--- config.mk ---
export PLATFORM = sky130hd
export DESIGN_NAME = frpc_top
export DESIGN_NICKNAME = d
export VERILOG_FILES = /design/src/logic/frpc_pkg.sv /design/src/logic/frpc_top.sv
export SDC_FILE = /design/constraint.sdc
export NUM_CORES = 1
export LEC_CHECK = 0
export BUFFER_PORTS_ARGS = -buffer_cell sky130_fd_sc_hd__buf_2
export CAP_MARGIN = 10
export CORE_UTILIZATION = 40
export DETAILED_ROUTE_END_ITERATION = 8
export GPL_TIMING_DRIVEN = 1
export HOLD_SLACK_MARGIN = 0.03
export PLACE_DENSITY = 0.67
export SYNTH_ARGS = -nofsm -noshare
export SYNTH_HDL_FRONTEND = slang
export SYNTH_SLANG_ARGS = --single-unit
--- constraint.sdc ---
create_clock -name pclk -period 4.4 [get_ports pclk]
set_input_delay 0.22 -clock pclk [delete_from_list [all_inputs] [get_ports pclk]]
set_output_delay 0.22 -clock pclk [all_outputs]
set_load 0.005 [all_outputs]
--- src/logic/frpc_pkg.sv ---
// Purpose: Constants, types and table lookup for the flash reset block
// Assumes: pclk at 10 MHz; APB with 32-bit data
// Notes: Table bytes outside the known window read as blank
//
// How it works
// Reset pin low for 1 us or more gives a full reset
// After hardware reset: standby, all volatile bits at power-on value
// Reset pin low during program or erase aborts that operation at once
// Serial data output stays undriven while reset pin is low
// Host waits recovery time after reset: 20 us, or 12 ms after erase; a software reset during erase still counts only 20 us
// Power-up enters standby, not deep power-down, latch cleared
// Supply below inhibit threshold holds logic reset, ignores commands
// Host waits supply settle delay before read, write or erase commands; no delay is kept, cmd_ready rises on the first edge that sees supply_ok
// Host keeps chip select high through power-up and power-down
// Software reset needs 66h immediately followed by 99h
// Wrap read by C0h with 8, 16, 32 and 64 byte lengths, code 64h
// Volatile block lock bits set by 36h, protected after reset
// Feature flags report supported and unsupported features as listed
// Unused parameter table locations read FFh
// Table read accepted only in single, dual-all, quad-all lanes
// Host sends mode bits then dummy clocks before data returns
// Reset pin low: chip select and commands are ignored
`default_nettype none

package frpc_pkg;
    // ------------------------------------------------------------
    // Timing
    // ------------------------------------------------------------
    localparam int CLK_NS = 100;
    localparam int RESET_PULSE_MIN_NS = 1000;
    localparam int RECOVERY_NS = 20000;
    localparam int RECOVERY_ERASE_MS = 12;
    // Least time rounds up, longest time rounds down
    localparam int RESET_PULSE_MIN_CYC = (RESET_PULSE_MIN_NS + CLK_NS - 1) / CLK_NS;
    localparam int RECOVERY_CYC = RECOVERY_NS / CLK_NS;
    localparam int RECOVERY_ERASE_CYC = (RECOVERY_ERASE_MS * 1000000) / CLK_NS;
    localparam int CNT_W = 17;

    // ------------------------------------------------------------
    // Opcodes and lane codes
    // ------------------------------------------------------------
    localparam logic [7:0] OP_RESET_EN = 8'h66;
    localparam logic [7:0] OP_RESET = 8'h99;
    localparam logic [7:0] OP_WRAP = 8'hC0;
    localparam logic [7:0] OP_BLOCK_LOCK = 8'h36;
    localparam logic [7:0] OP_TABLE_READ = 8'h5A;
    localparam logic [7:0] OP_WREN = 8'h06;
    localparam logic [7:0] OP_WRDI = 8'h04;
    localparam logic [1:0] LANE_SINGLE = 2'h0;
    localparam logic [1:0] LANE_DUAL_ALL = 2'h1;
    localparam logic [1:0] LANE_QUAD_ALL = 2'h2;
    localparam logic [2:0] WRAP_OFF = 3'h4;

    // ------------------------------------------------------------
    // Register map (byte addresses) and fields
    // ------------------------------------------------------------
    localparam logic [7:0] ADDR_CTRL = 8'h00;
    localparam logic [7:0] ADDR_STATUS = 8'h04;
    localparam logic [7:0] ADDR_LOCK = 8'h08;
    localparam logic [7:0] ADDR_TBL_ADDR = 8'h0C;
    localparam logic [7:0] ADDR_TBL_DATA = 8'h10;
    localparam logic [1:0] CTRL_RESET = 2'h0;
    localparam logic [7:0] BLANK = 8'hFF;

    typedef enum logic [4:0] {
        ST_POWER = 5'h01,
        ST_STANDBY = 5'h02,
        ST_PIN = 5'h04,
        ST_RESET = 5'h08,
        ST_RECOVER = 5'h10
    } frpc_state_e;

    typedef struct packed {
        logic valid;
        logic [7:0] opcode;
        logic [7:0] arg;
    } frpc_cmd_s;

    // Parameter table tail; everything else reads blank
    function automatic logic [7:0] frpc_table(input logic [7:0] a);
        case (a)
            8'h60: frpc_table = 8'h00;
            8'h61: frpc_table = 8'h20;
            8'h62: frpc_table = 8'h50;
            8'h63: frpc_table = 8'h16;
            8'h64: frpc_table = 8'h9D;
            8'h65: frpc_table = 8'hF9;
            8'h66: frpc_table = OP_WRAP;
            8'h67: frpc_table = 8'h64;
            8'h68: frpc_table = 8'hD9;
            8'h69: frpc_table = 8'hC8;
            default: frpc_table = BLANK;
        endcase
    endfunction
endpackage

`default_nettype wire

--- src/logic/frpc_top.sv ---
// Purpose: Reset, power-on and software reset control of a serial flash
// Assumes: all inputs synchronous to pclk; APB slave with one wait state
// Notes: reset pin and supply flag are levels sampled each cycle
//
// The implementer's own choices: the APB register port and the register addresses.
`default_nettype none

module frpc_top #(
    parameter int NBLK = 16,
    parameter int ERASE_RECOVERY_CYC = frpc_pkg::RECOVERY_ERASE_CYC
) (
    input wire logic pclk,
    input wire logic presetn,
    input wire logic psel,
    input wire logic penable,
    input wire logic pwrite,
    input wire logic [7:0] paddr,
    input wire logic [31:0] pwdata,
    output logic [31:0] prdata,
    output logic pready,
    output logic pslverr,
    input wire logic reset_pin_n,
    input wire logic cs_n,
    input wire frpc_pkg::frpc_cmd_s cmd,
    input wire logic supply_ok,
    input wire logic core_busy,
    input wire logic core_erasing,
    output logic core_abort,
    output logic so_oe,
    output logic write_enable_latch,
    output logic write_in_progress,
    output logic [NBLK-1:0] block_lock,
    output logic table_read_go,
    output logic [2:0] wrap_len,
    output logic cmd_ready
);
    // ------------------------------------------------------------
    // State
    // ------------------------------------------------------------
    frpc_pkg::frpc_state_e state;
    frpc_pkg::frpc_state_e next_state;
    logic [frpc_pkg::CNT_W-1:0] cnt;
    logic [frpc_pkg::CNT_W-1:0] next_cnt;
    logic rst_armed;
    logic erase_cut;
    logic sw_reset;
    logic [1:0] lane_mode;
    logic [7:0] tbl_addr;
    logic table_reject;
    logic cmd_take;
    logic vclr;
    logic apb_done;

    localparam logic [frpc_pkg::CNT_W-1:0] PULSE_MIN =
        frpc_pkg::CNT_W'(frpc_pkg::RESET_PULSE_MIN_CYC);
    localparam logic [frpc_pkg::CNT_W-1:0] REC_CYC =
        frpc_pkg::CNT_W'(frpc_pkg::RECOVERY_CYC);
    localparam logic [frpc_pkg::CNT_W-1:0] REC_ERASE =
        frpc_pkg::CNT_W'(ERASE_RECOVERY_CYC);

    // Commands are decoded only in standby with the pin high and supply valid
    assign cmd_take = cmd.valid && !cs_n && reset_pin_n && supply_ok
        && (state == frpc_pkg::ST_STANDBY);

    // Software reset fires only on 99h right after 66h
    assign sw_reset = cmd_take && rst_armed && (cmd.opcode == frpc_pkg::OP_RESET);

    // Volatile bits go to power-on value in these conditions
    assign vclr = (state == frpc_pkg::ST_POWER) || (state == frpc_pkg::ST_RESET)
        || sw_reset;

    assign apb_done = psel && penable && pready;

    // ------------------------------------------------------------
    // Sequencer
    // ------------------------------------------------------------
    // Pin and supply take priority over everything in flight
    always_comb begin
        next_state = state;
        next_cnt = cnt;
        unique case (state)
            frpc_pkg::ST_POWER: begin
                if (supply_ok) begin
                    next_state = frpc_pkg::ST_STANDBY;
                end
            end
            frpc_pkg::ST_STANDBY: begin
                if (!reset_pin_n) begin
                    next_state = frpc_pkg::ST_PIN;
                    next_cnt = frpc_pkg::CNT_W'(1);
                end else if (sw_reset) begin
                    next_state = frpc_pkg::ST_RECOVER;
                    next_cnt = REC_CYC;
                end
            end
            frpc_pkg::ST_PIN: begin
                // Short pulses fall back to standby without a full reset
                if (reset_pin_n) begin
                    next_state = frpc_pkg::ST_STANDBY;
                end else if (cnt >= PULSE_MIN - frpc_pkg::CNT_W'(1)) begin
                    next_state = frpc_pkg::ST_RESET;
                end else begin
                    next_cnt = cnt + frpc_pkg::CNT_W'(1);
                end
            end
            frpc_pkg::ST_RESET: begin
                if (reset_pin_n) begin
                    next_state = frpc_pkg::ST_RECOVER;
                    next_cnt = erase_cut ? REC_ERASE : REC_CYC;
                end
            end
            frpc_pkg::ST_RECOVER: begin
                if (!reset_pin_n) begin
                    next_state = frpc_pkg::ST_PIN;
                    next_cnt = frpc_pkg::CNT_W'(1);
                end else if (cnt <= frpc_pkg::CNT_W'(1)) begin
                    next_state = frpc_pkg::ST_STANDBY;
                end else begin
                    next_cnt = cnt - frpc_pkg::CNT_W'(1);
                end
            end
        endcase
        if (!supply_ok) begin
            next_state = frpc_pkg::ST_POWER;
            next_cnt = '0;
        end
    end

    always_ff @(posedge pclk or negedge presetn) begin
        if (!presetn) begin
            state <= frpc_pkg::ST_POWER;
            cnt <= '0;
        end else begin
            state <= next_state;
            cnt <= next_cnt;
        end
    end

    // ------------------------------------------------------------
    // Abort of program or erase
    // ------------------------------------------------------------
    // Abort as soon as the pin drops, not after the minimum pulse
    always_ff @(posedge pclk or negedge presetn) begin
        if (!presetn) begin
            core_abort <= 1'b0;
            erase_cut <= 1'b0;
        end else begin
            core_abort <= core_busy && (!reset_pin_n || !supply_ok || sw_reset);
            if (state == frpc_pkg::ST_STANDBY && !reset_pin_n) begin
                erase_cut <= core_busy && core_erasing;
            end
        end
    end

    // ------------------------------------------------------------
    // Pin-facing outputs
    // ------------------------------------------------------------
    // Output driver only while selected and fully out of reset
    always_ff @(posedge pclk or negedge presetn) begin
        if (!presetn) begin
            so_oe <= 1'b0;
            cmd_ready <= 1'b0;
        end else begin
            so_oe <= reset_pin_n && !cs_n && (next_state == frpc_pkg::ST_STANDBY);
            cmd_ready <= reset_pin_n && (next_state == frpc_pkg::ST_STANDBY);
        end
    end

    // ------------------------------------------------------------
    // Volatile flags
    // ------------------------------------------------------------
    // Busy mirrors the core, but is forced idle by any reset
    always_ff @(posedge pclk or negedge presetn) begin
        if (!presetn) begin
            write_in_progress <= 1'b0;
        end else begin
            write_in_progress <= core_busy && !vclr && reset_pin_n;
        end
    end

    always_ff @(posedge pclk or negedge presetn) begin
        if (!presetn) begin
            write_enable_latch <= 1'b0;
        end else if (vclr) begin
            write_enable_latch <= 1'b0;
        end else if (cmd_take && cmd.opcode == frpc_pkg::OP_WREN) begin
            write_enable_latch <= 1'b1;
        end else if (cmd_take && cmd.opcode == frpc_pkg::OP_WRDI) begin
            write_enable_latch <= 1'b0;
        end
    end

    // Any other command in between disarms the reset enable
    always_ff @(posedge pclk or negedge presetn) begin
        if (!presetn) begin
            rst_armed <= 1'b0;
        end else if (vclr) begin
            rst_armed <= 1'b0;
        end else if (cmd_take) begin
            rst_armed <= (cmd.opcode == frpc_pkg::OP_RESET_EN);
        end
    end

    // Locks default protected; software may open blocks via the bus
    always_ff @(posedge pclk or negedge presetn) begin
        if (!presetn) begin
            block_lock <= '1;
        end else if (vclr) begin
            block_lock <= '1;
        end else if (cmd_take && cmd.opcode == frpc_pkg::OP_BLOCK_LOCK) begin
            block_lock[cmd.arg[$clog2(NBLK)-1:0]] <= 1'b1;
        end else if (apb_done && pwrite && paddr == frpc_pkg::ADDR_LOCK) begin
            block_lock <= pwdata[NBLK-1:0];
        end
    end

    // Wrap argument bits 2:0 of 0..3 pick 8 << arg bytes; bit 2 set turns wrap off, higher bits ignored
    always_ff @(posedge pclk or negedge presetn) begin
        if (!presetn) begin
            wrap_len <= frpc_pkg::WRAP_OFF;
        end else if (vclr) begin
            wrap_len <= frpc_pkg::WRAP_OFF;
        end else if (cmd_take && cmd.opcode == frpc_pkg::OP_WRAP) begin
            wrap_len <= cmd.arg[2] ? frpc_pkg::WRAP_OFF : cmd.arg[2:0];
        end
    end

    // Table read only in the three all-lane or single configurations
    always_ff @(posedge pclk or negedge presetn) begin
        if (!presetn) begin
            table_read_go <= 1'b0;
            table_reject <= 1'b0;
        end else begin
            table_read_go <= cmd_take && cmd.opcode == frpc_pkg::OP_TABLE_READ
                && lane_mode != 2'h3;
            if (cmd_take && cmd.opcode == frpc_pkg::OP_TABLE_READ && lane_mode == 2'h3) begin
                table_reject <= 1'b1;
            end else if (apb_done && !pwrite && paddr == frpc_pkg::ADDR_STATUS) begin
                table_reject <= 1'b0;
            end
        end
    end

    // ------------------------------------------------------------
    // APB slave
    // ------------------------------------------------------------
    // One wait state so that ready and read data both come from flops
    always_ff @(posedge pclk or negedge presetn) begin
        if (!presetn) begin
            pready <= 1'b0;
            pslverr <= 1'b0;
            prdata <= '0;
        end else begin
            pready <= psel && penable && !pready;
            pslverr <= 1'b0;
            prdata <= '0;
            if (psel && penable && !pready) begin
                case (paddr)
                    frpc_pkg::ADDR_CTRL: prdata <= {30'h0, lane_mode};
                    frpc_pkg::ADDR_STATUS: prdata <= {16'h0, 3'h0, state,
                        wrap_len, table_reject, rst_armed, erase_cut,
                        write_in_progress, write_enable_latch};
                    frpc_pkg::ADDR_LOCK: prdata <= 32'(block_lock);
                    frpc_pkg::ADDR_TBL_ADDR: prdata <= {24'h0, tbl_addr};
                    frpc_pkg::ADDR_TBL_DATA: prdata <= {24'h0, frpc_pkg::frpc_table(tbl_addr)};
                    default: pslverr <= 1'b1;
                endcase
            end
        end
    end

    always_ff @(posedge pclk or negedge presetn) begin
        if (!presetn) begin
            lane_mode <= frpc_pkg::CTRL_RESET;
            tbl_addr <= '0;
        end else if (apb_done && pwrite) begin
            if (paddr == frpc_pkg::ADDR_CTRL) begin
                lane_mode <= pwdata[1:0];
            end
            if (paddr == frpc_pkg::ADDR_TBL_ADDR) begin
                tbl_addr <= pwdata[7:0];
            end
        end
    end
endmodule

`default_nettype wire

# Word level (Yosys, flattened, before mapping)
# Cells that the tools add are included.
[classes]
add_sub_neg = 2
n_lt_le_gt_ge = 4
n_eq_ne = 35
muxes = 39
bitwise = 1
n_reduce_logical = 49
[op_table]
columns = ["cell", "count"]
rows = [
  ["17-bit two-way mux", 9],
  ["8-bit by 7-bit == test with 1-bit output, second input constant", 12],
  ["16-bit case mux with 5 select lines", 1],
  ["8-bit case mux with 10 select lines", 1],
  ["17-bit case mux with 4 select lines", 1],
  ["16-bit two-way mux", 4],
  ["5-bit two-way mux", 8],
  ["1-bit logical AND", 29],
  ["5-bit case mux with 5 select lines", 1],
  ["8-bit by 3-bit == test with 1-bit output, second input constant", 3],
  ["17-bit by 1-bit adder with 17-bit output, second input constant", 1],
  ["17-bit by 4-bit >= comparator with 1-bit output, second input constant", 1],
  ["17-bit by 1-bit less-or-equal comparator with 1-bit output, second input constant", 1],
  ["17-bit by 1-bit subtractor with 17-bit output, second input constant", 1],
  ["8-bit by 4-bit == test with 1-bit output, second input constant", 2],
  ["8-bit == test, second input constant", 2],
  ["16-bit OR", 1],
  ["5-bit by 2-bit == test with 1-bit output, second input constant", 2],
  ["1-bit two-way mux", 10],
  ["3-bit two-way mux", 3],
  ["3-bit inequality test, second input constant", 3],
  ["8-bit by 5-bit == test with 1-bit output, second input constant", 1],
  ["8-bit by 6-bit == test with 1-bit output, second input constant", 1],
  ["8-bit logical NOT", 1],
  ["other kinds (18)", 31],
]
[word_totals]
reg_bits = 94
inputBits = 67
output_inout_bits = 59
word_cells = 148

# Logic depth before layout (Yosys ltp)
[logic_depth]
depth_word = 13
ltp_mapped = 10
depth_no_buf = 8

# Worst setup path before layout
# No wires, ideal clock.
[synth_timing]
path_type = "flip-flop to flip-flop"
from = "register cnt[10] (netlist name)"
to = "register cnt[1] (netlist name)"
setup_time_ns = 0.140
t_arrival_ns = 2.154
required_time_ns = 4.260
setup_slack_ns = 2.106
path_stages_with_launch = 9
n_path_buf = 2
synth_period_minus_slack_ns = 2.294
cell_sequence = "dfrtp_1 > buf_6 > or4_4 > nor4_4 > nand3_1 > o2bb2ai_2 > buf_4 > a2111oi_0 > a211oi_1"
[synth_via]
elab_chain_cells = 3
word_cells_on_any_way = 5
cone_classes = "order compare (2); eq/ne (2); reduce/logical (1)"
[synth_rtl]
columns = ["element", "line_no", "text"]
rows = [
  ["from (decl)", "frpc_top.sv:42", "logic [frpc_pkg::CNT_W-1:0] cnt;"],
  ["from (signal assigned)", "frpc_top.sv:135", "cnt <= next_cnt;"],
  ["17-bit by 1-bit less-or-equal comparator with 1-bit output / 17-bit by 4-bit >= comparator with 1-bit output (equally long branches)", "frpc_top.sv:116, frpc_top.sv:100", ""],
  ["4-bit inequality test (no line) / 3-bit inequality test (equally long branches)", "--", ""],
  ["6-bit AND reduction (no line) (*)", "--", ""],
]
# Every way passes the cells marked *; elsewhere a longest branch is shown, timed or not.
# A chain may end at the register's enable or synchronous reset.

# Worst setup path in the final report
[layout_timing]
from = "register state[2]"
to = "register block_lock[1]"
[layout_via]
elab_chain_cells = 6
word_cells_on_any_way = 12
cone_classes = "eq/ne (3); mux (2); reduce/logical (7)"
[layout_rtl]
columns = ["element", "line_no", "text"]
rows = [
  ["from (decl)", "frpc_top.sv:40", "frpc_pkg::frpc_state_e state;"],
  ["from (signal assigned)", "frpc_top.sv:131", "state <= frpc_pkg::ST_POWER;"],
  ["from (signal assigned)", "frpc_top.sv:134", "state <= next_state;"],
  ["5-bit by 2-bit == test with 1-bit output", "frpc_top.sv:63", "&& (state == frpc_pkg::ST_STANDBY);"],
  ["1-bit logical AND", "frpc_top.sv:63", ""],
  ["1-bit logical AND (2 in series)", "frpc_top.sv:66", "assign sw_reset = cmd_take && rst_armed && (cmd.opcode == frpc_pkg::OP_RESET);"],
  ["1-bit logical OR", "frpc_top.sv:70", "|| sw_reset;"],
  ["3-bit nonzero test (no line) / 16-bit two-way mux (equally long branches)", "--", ""],
  ["to (signal assigned)", "frpc_top.sv:213", "block_lock <= pwdata[NBLK-1:0];"],
  ["to (decl)", "frpc_top.sv:32", "output logic [NBLK-1:0] block_lock,"],
]
# Several ways; a longest one is shown, not always the timed one.

==> impl_results.md <==
- Cts hold-fix bufs: 0
- GR Util met2: 35.0%
- Unrepaired setup endpoints after global routing: false
- Post-Syn Instances: 560
- Top cells by area, synth: dfrtp_1 (29%), dfstp_2 (9.3%), a21oi_1 (4.8%), o21ai_0 (3.9%), nor2_1 (3.9%)
- Max FO, Critical Path: 18
- Seq cells post-synth: 78
- Ports: 126
- CTS tree: done
- Clk Latency, worst-skew pair: 340 ps
- Levels on crit path: 6
- CP endpoint kind: flop
- Power per Cell Area: 305 nW/um2
- Depth of the worst register-to-register path: 6
- Initial Util: 41.8%
- Peak per-stage delay on the critical path: 620 ps
- GR Layer Usage met3: 4.27%
- Rel. slew slack: 22.9%
- Num CTS Buffers: 9
- Final period utilization: 68.2%
- Crit path DAT: 3260 ps
- Number of vias per cell: 5.89
- Placed insts: 773
- Pre-CTS setup slack: 1430 ps
- Average cell area after synthesis: 9.11 um2
- Critical Path Start: state[2]
- DP Wirelength: 9680 um
- Post-synth top cells: dfrtp_1 (60), nor2_1 (53), a21oi_1 (49)
- Root Buffer: clkbuf_16
- DRT Pass-1 Iters: 5
- Fmax: 0.333 GHz
- PortBufs: 89
- Post-CTS sizing: 0
- Final Instance Count excl. Fillers: 789
- Max-slew violation count: 0
- DR WL/cell: 17.3 um
- Final Hold Viols: 0
- Global placement routability congestion: 0.948
- Total track usage: 21.5%
- GR peak layer: met2
- Hold WC Path Type: in2async
- Core footprint: 12200 um2
- ANT nets after route: 0
- Share of the synthesized area in the top cell type: 29.4%
- Setup_tns: 0 ps
- Mapped cell area: 5100 um2
- Global-route wire length before repair: 22300 um
- Largest net degree at the start of global routing: 79
- Die Height: 115 um
- Grt ovf: 0
- Number of nets in the layout: 686
- Synth Flop Type: dfrtp_1
- Syn-to-layout area delta: 12.1%
- # rows: 40
- Met1 Resource Use GR: 28.4%
- Register Area: 1970 um2
- Cell family with most CP delay: simple AND/OR/NAND/NOR gates
- Worst-Margin Slew: 1140 ps
- # clock sinks: 78
- Reg2reg end: block_lock[1]
- CP max stage cell: and3_1
- Status: finished clean
- Number of flops mapped to enable cells by yosys: 0
- Layout Utilization: 46.8%
- Library cells used by synthesis: 82
- Critical path class: reg2reg
- # setup viols final: 0
- Tmin final: 3000 ps
- Layout cells sized above 1: 25.1%
- Remaining DRCs: 0
- Vias: 4647
- Reg-to-reg slack, setup: 1400 ps
- Clock-pin slew on the worst setup and hold paths: 60 ps
- # H-tree levels: 3
- Worst-path cell chain: or2_2, nor4_4, and3_1, a21o_1, a21oi_1, o21ai_0
- Total wire length: 13700 um
- Initial drt markers: 442
- Antenna diodes: 0
- Area of the die: 13200 um2
- Req. time, crit path: 4660 ps
- Final setup margin: 1400 ps
- Worst Skew: 4.24 ps
- Initial antenna violation count: 0
- Synth area leader: dfrtp_1
- Die Wd: 115 um
- Synth warn: 0
- Post-synth ARST share: 100%
- CP bufs+invs: 0
- Count leader, synth: dfrtp_1
- Peak supply drop: 0.221 mV
- Worst setup SP type: flop
- Fillers: 1214
- Post-synthesis sequential area ratio: 38.7%
- Total setup buffers inserted after CTS: 0
- FF-to-FF Start: state[2]
- Vias in the first global route: 4432
- Area of the multi-input gates: 2690 um2
- Number of max-capacitance violations reported: 0
- DP Area: 5380 um2
- Design area: 5720 um2
- Static leakage: 2.42 nW
- Maximum buffer depth of the clock tree: 2
-- registers in the layout, indices dropped and copies added, names as in the netlist --
| name | flops |
|---|---|
| cnt | 17 |
| block_lock | 16 |
| prdata | 16 |
| tbl_addr | 8 |
| state | 5 |
| wrap_len | 3 |
| lane_mode | 2 |
| cmd_ready | 1 |
| core_abort | 1 |
| erase_cut | 1 |
| pready | 1 |
| pslverr | 1 |
| rst_armed | 1 |
| so_oe | 1 |
| table_read_go | 1 |
| table_reject | 1 |
| write_enable_latch | 1 |
| write_in_progress | 1 |
-- worst max path at each step --
| stage | end |
|---|---|
| floorplan | cnt[1] |
| global placement | block_lock[1] |
| detailed placement | block_lock[1] |
| CTS | block_lock[1] |
| global route | block_lock[15] |
| finish | block_lock[1] |
-- through the flow --
step / power (W) / hold WS [ps]
final: 0.00174 / 35.6
after global placement: 0.000901 / 406
after floorplan: 0.000853 / -75.6
after detailed placement: 0.000905 / 409
after global routing: 0.00181 / 57.6
after CTS: 0.00176 / 49.1
-- report_power, final --
part           switching (W)  internal (W)  total, W
registers          0.0000120      0.000728  0.000740
clock network       0.000293      0.000556  0.000849
logic               0.000102     0.0000525  0.000154
total               0.000406       0.00134   0.00174
-- metal layers --
metal  wire (um)  vias to the layer above
met5           0                        -
met4         317                        0
met3         921                       20
met2        6510                      192
met1        5910                     2265
li1            -                     2170
-- worst register-to-register path, delay by kind of cell, from the launching register on --
family	cells	cell delay, ps
compound gates	3	830
flops	1	600
simple gates	3	1490
-- logic make-up after synthesis --
family | Yosys count | share of synthesized area (%)
and+or+nand+nor | 191 | 20.9
AOI/OAI and AO/OA | 184 | 23.8
DFF | 78 | 38.7
buffers and inverters | 73 | 9.66
muxes | 21 | 4.66
xor gates and xnor gates | 9 | 1.54
adders and majority gates | 3 | 0.736
other | 1 | 0.0735
-- layout make-up --
cell class              instances  share of cell area (%)
flip-flops and latches         78                    34.5
clock buffers                  11                    4.07
clock inverters                 5                    1.88
repair buffers                 90                    7.96
multi-input cells             424                    47.0
well taps                     168                    3.67
inverters                      13                   0.853
-- cells in the final DEF (no fill, tap or decap), types with 7 or more instances in the layout --
cell	count
nor3_1	18
xnor2_1	7
dfrtp_1	60
and3_1	8
inv_1	13
conb_1	16
mux2i_1	8
o21ai_0	40
nand2_1	30
a21oi_1	49
o31ai_1	10
clkbuf_16	9
nor2_1	53
buf_2	88
mux2_2	12
a22oi_1	13
nand2b_1	11
nand3_1	15
dfstp_2	18
Note: power is estimated with default switching activity, not from simulation.
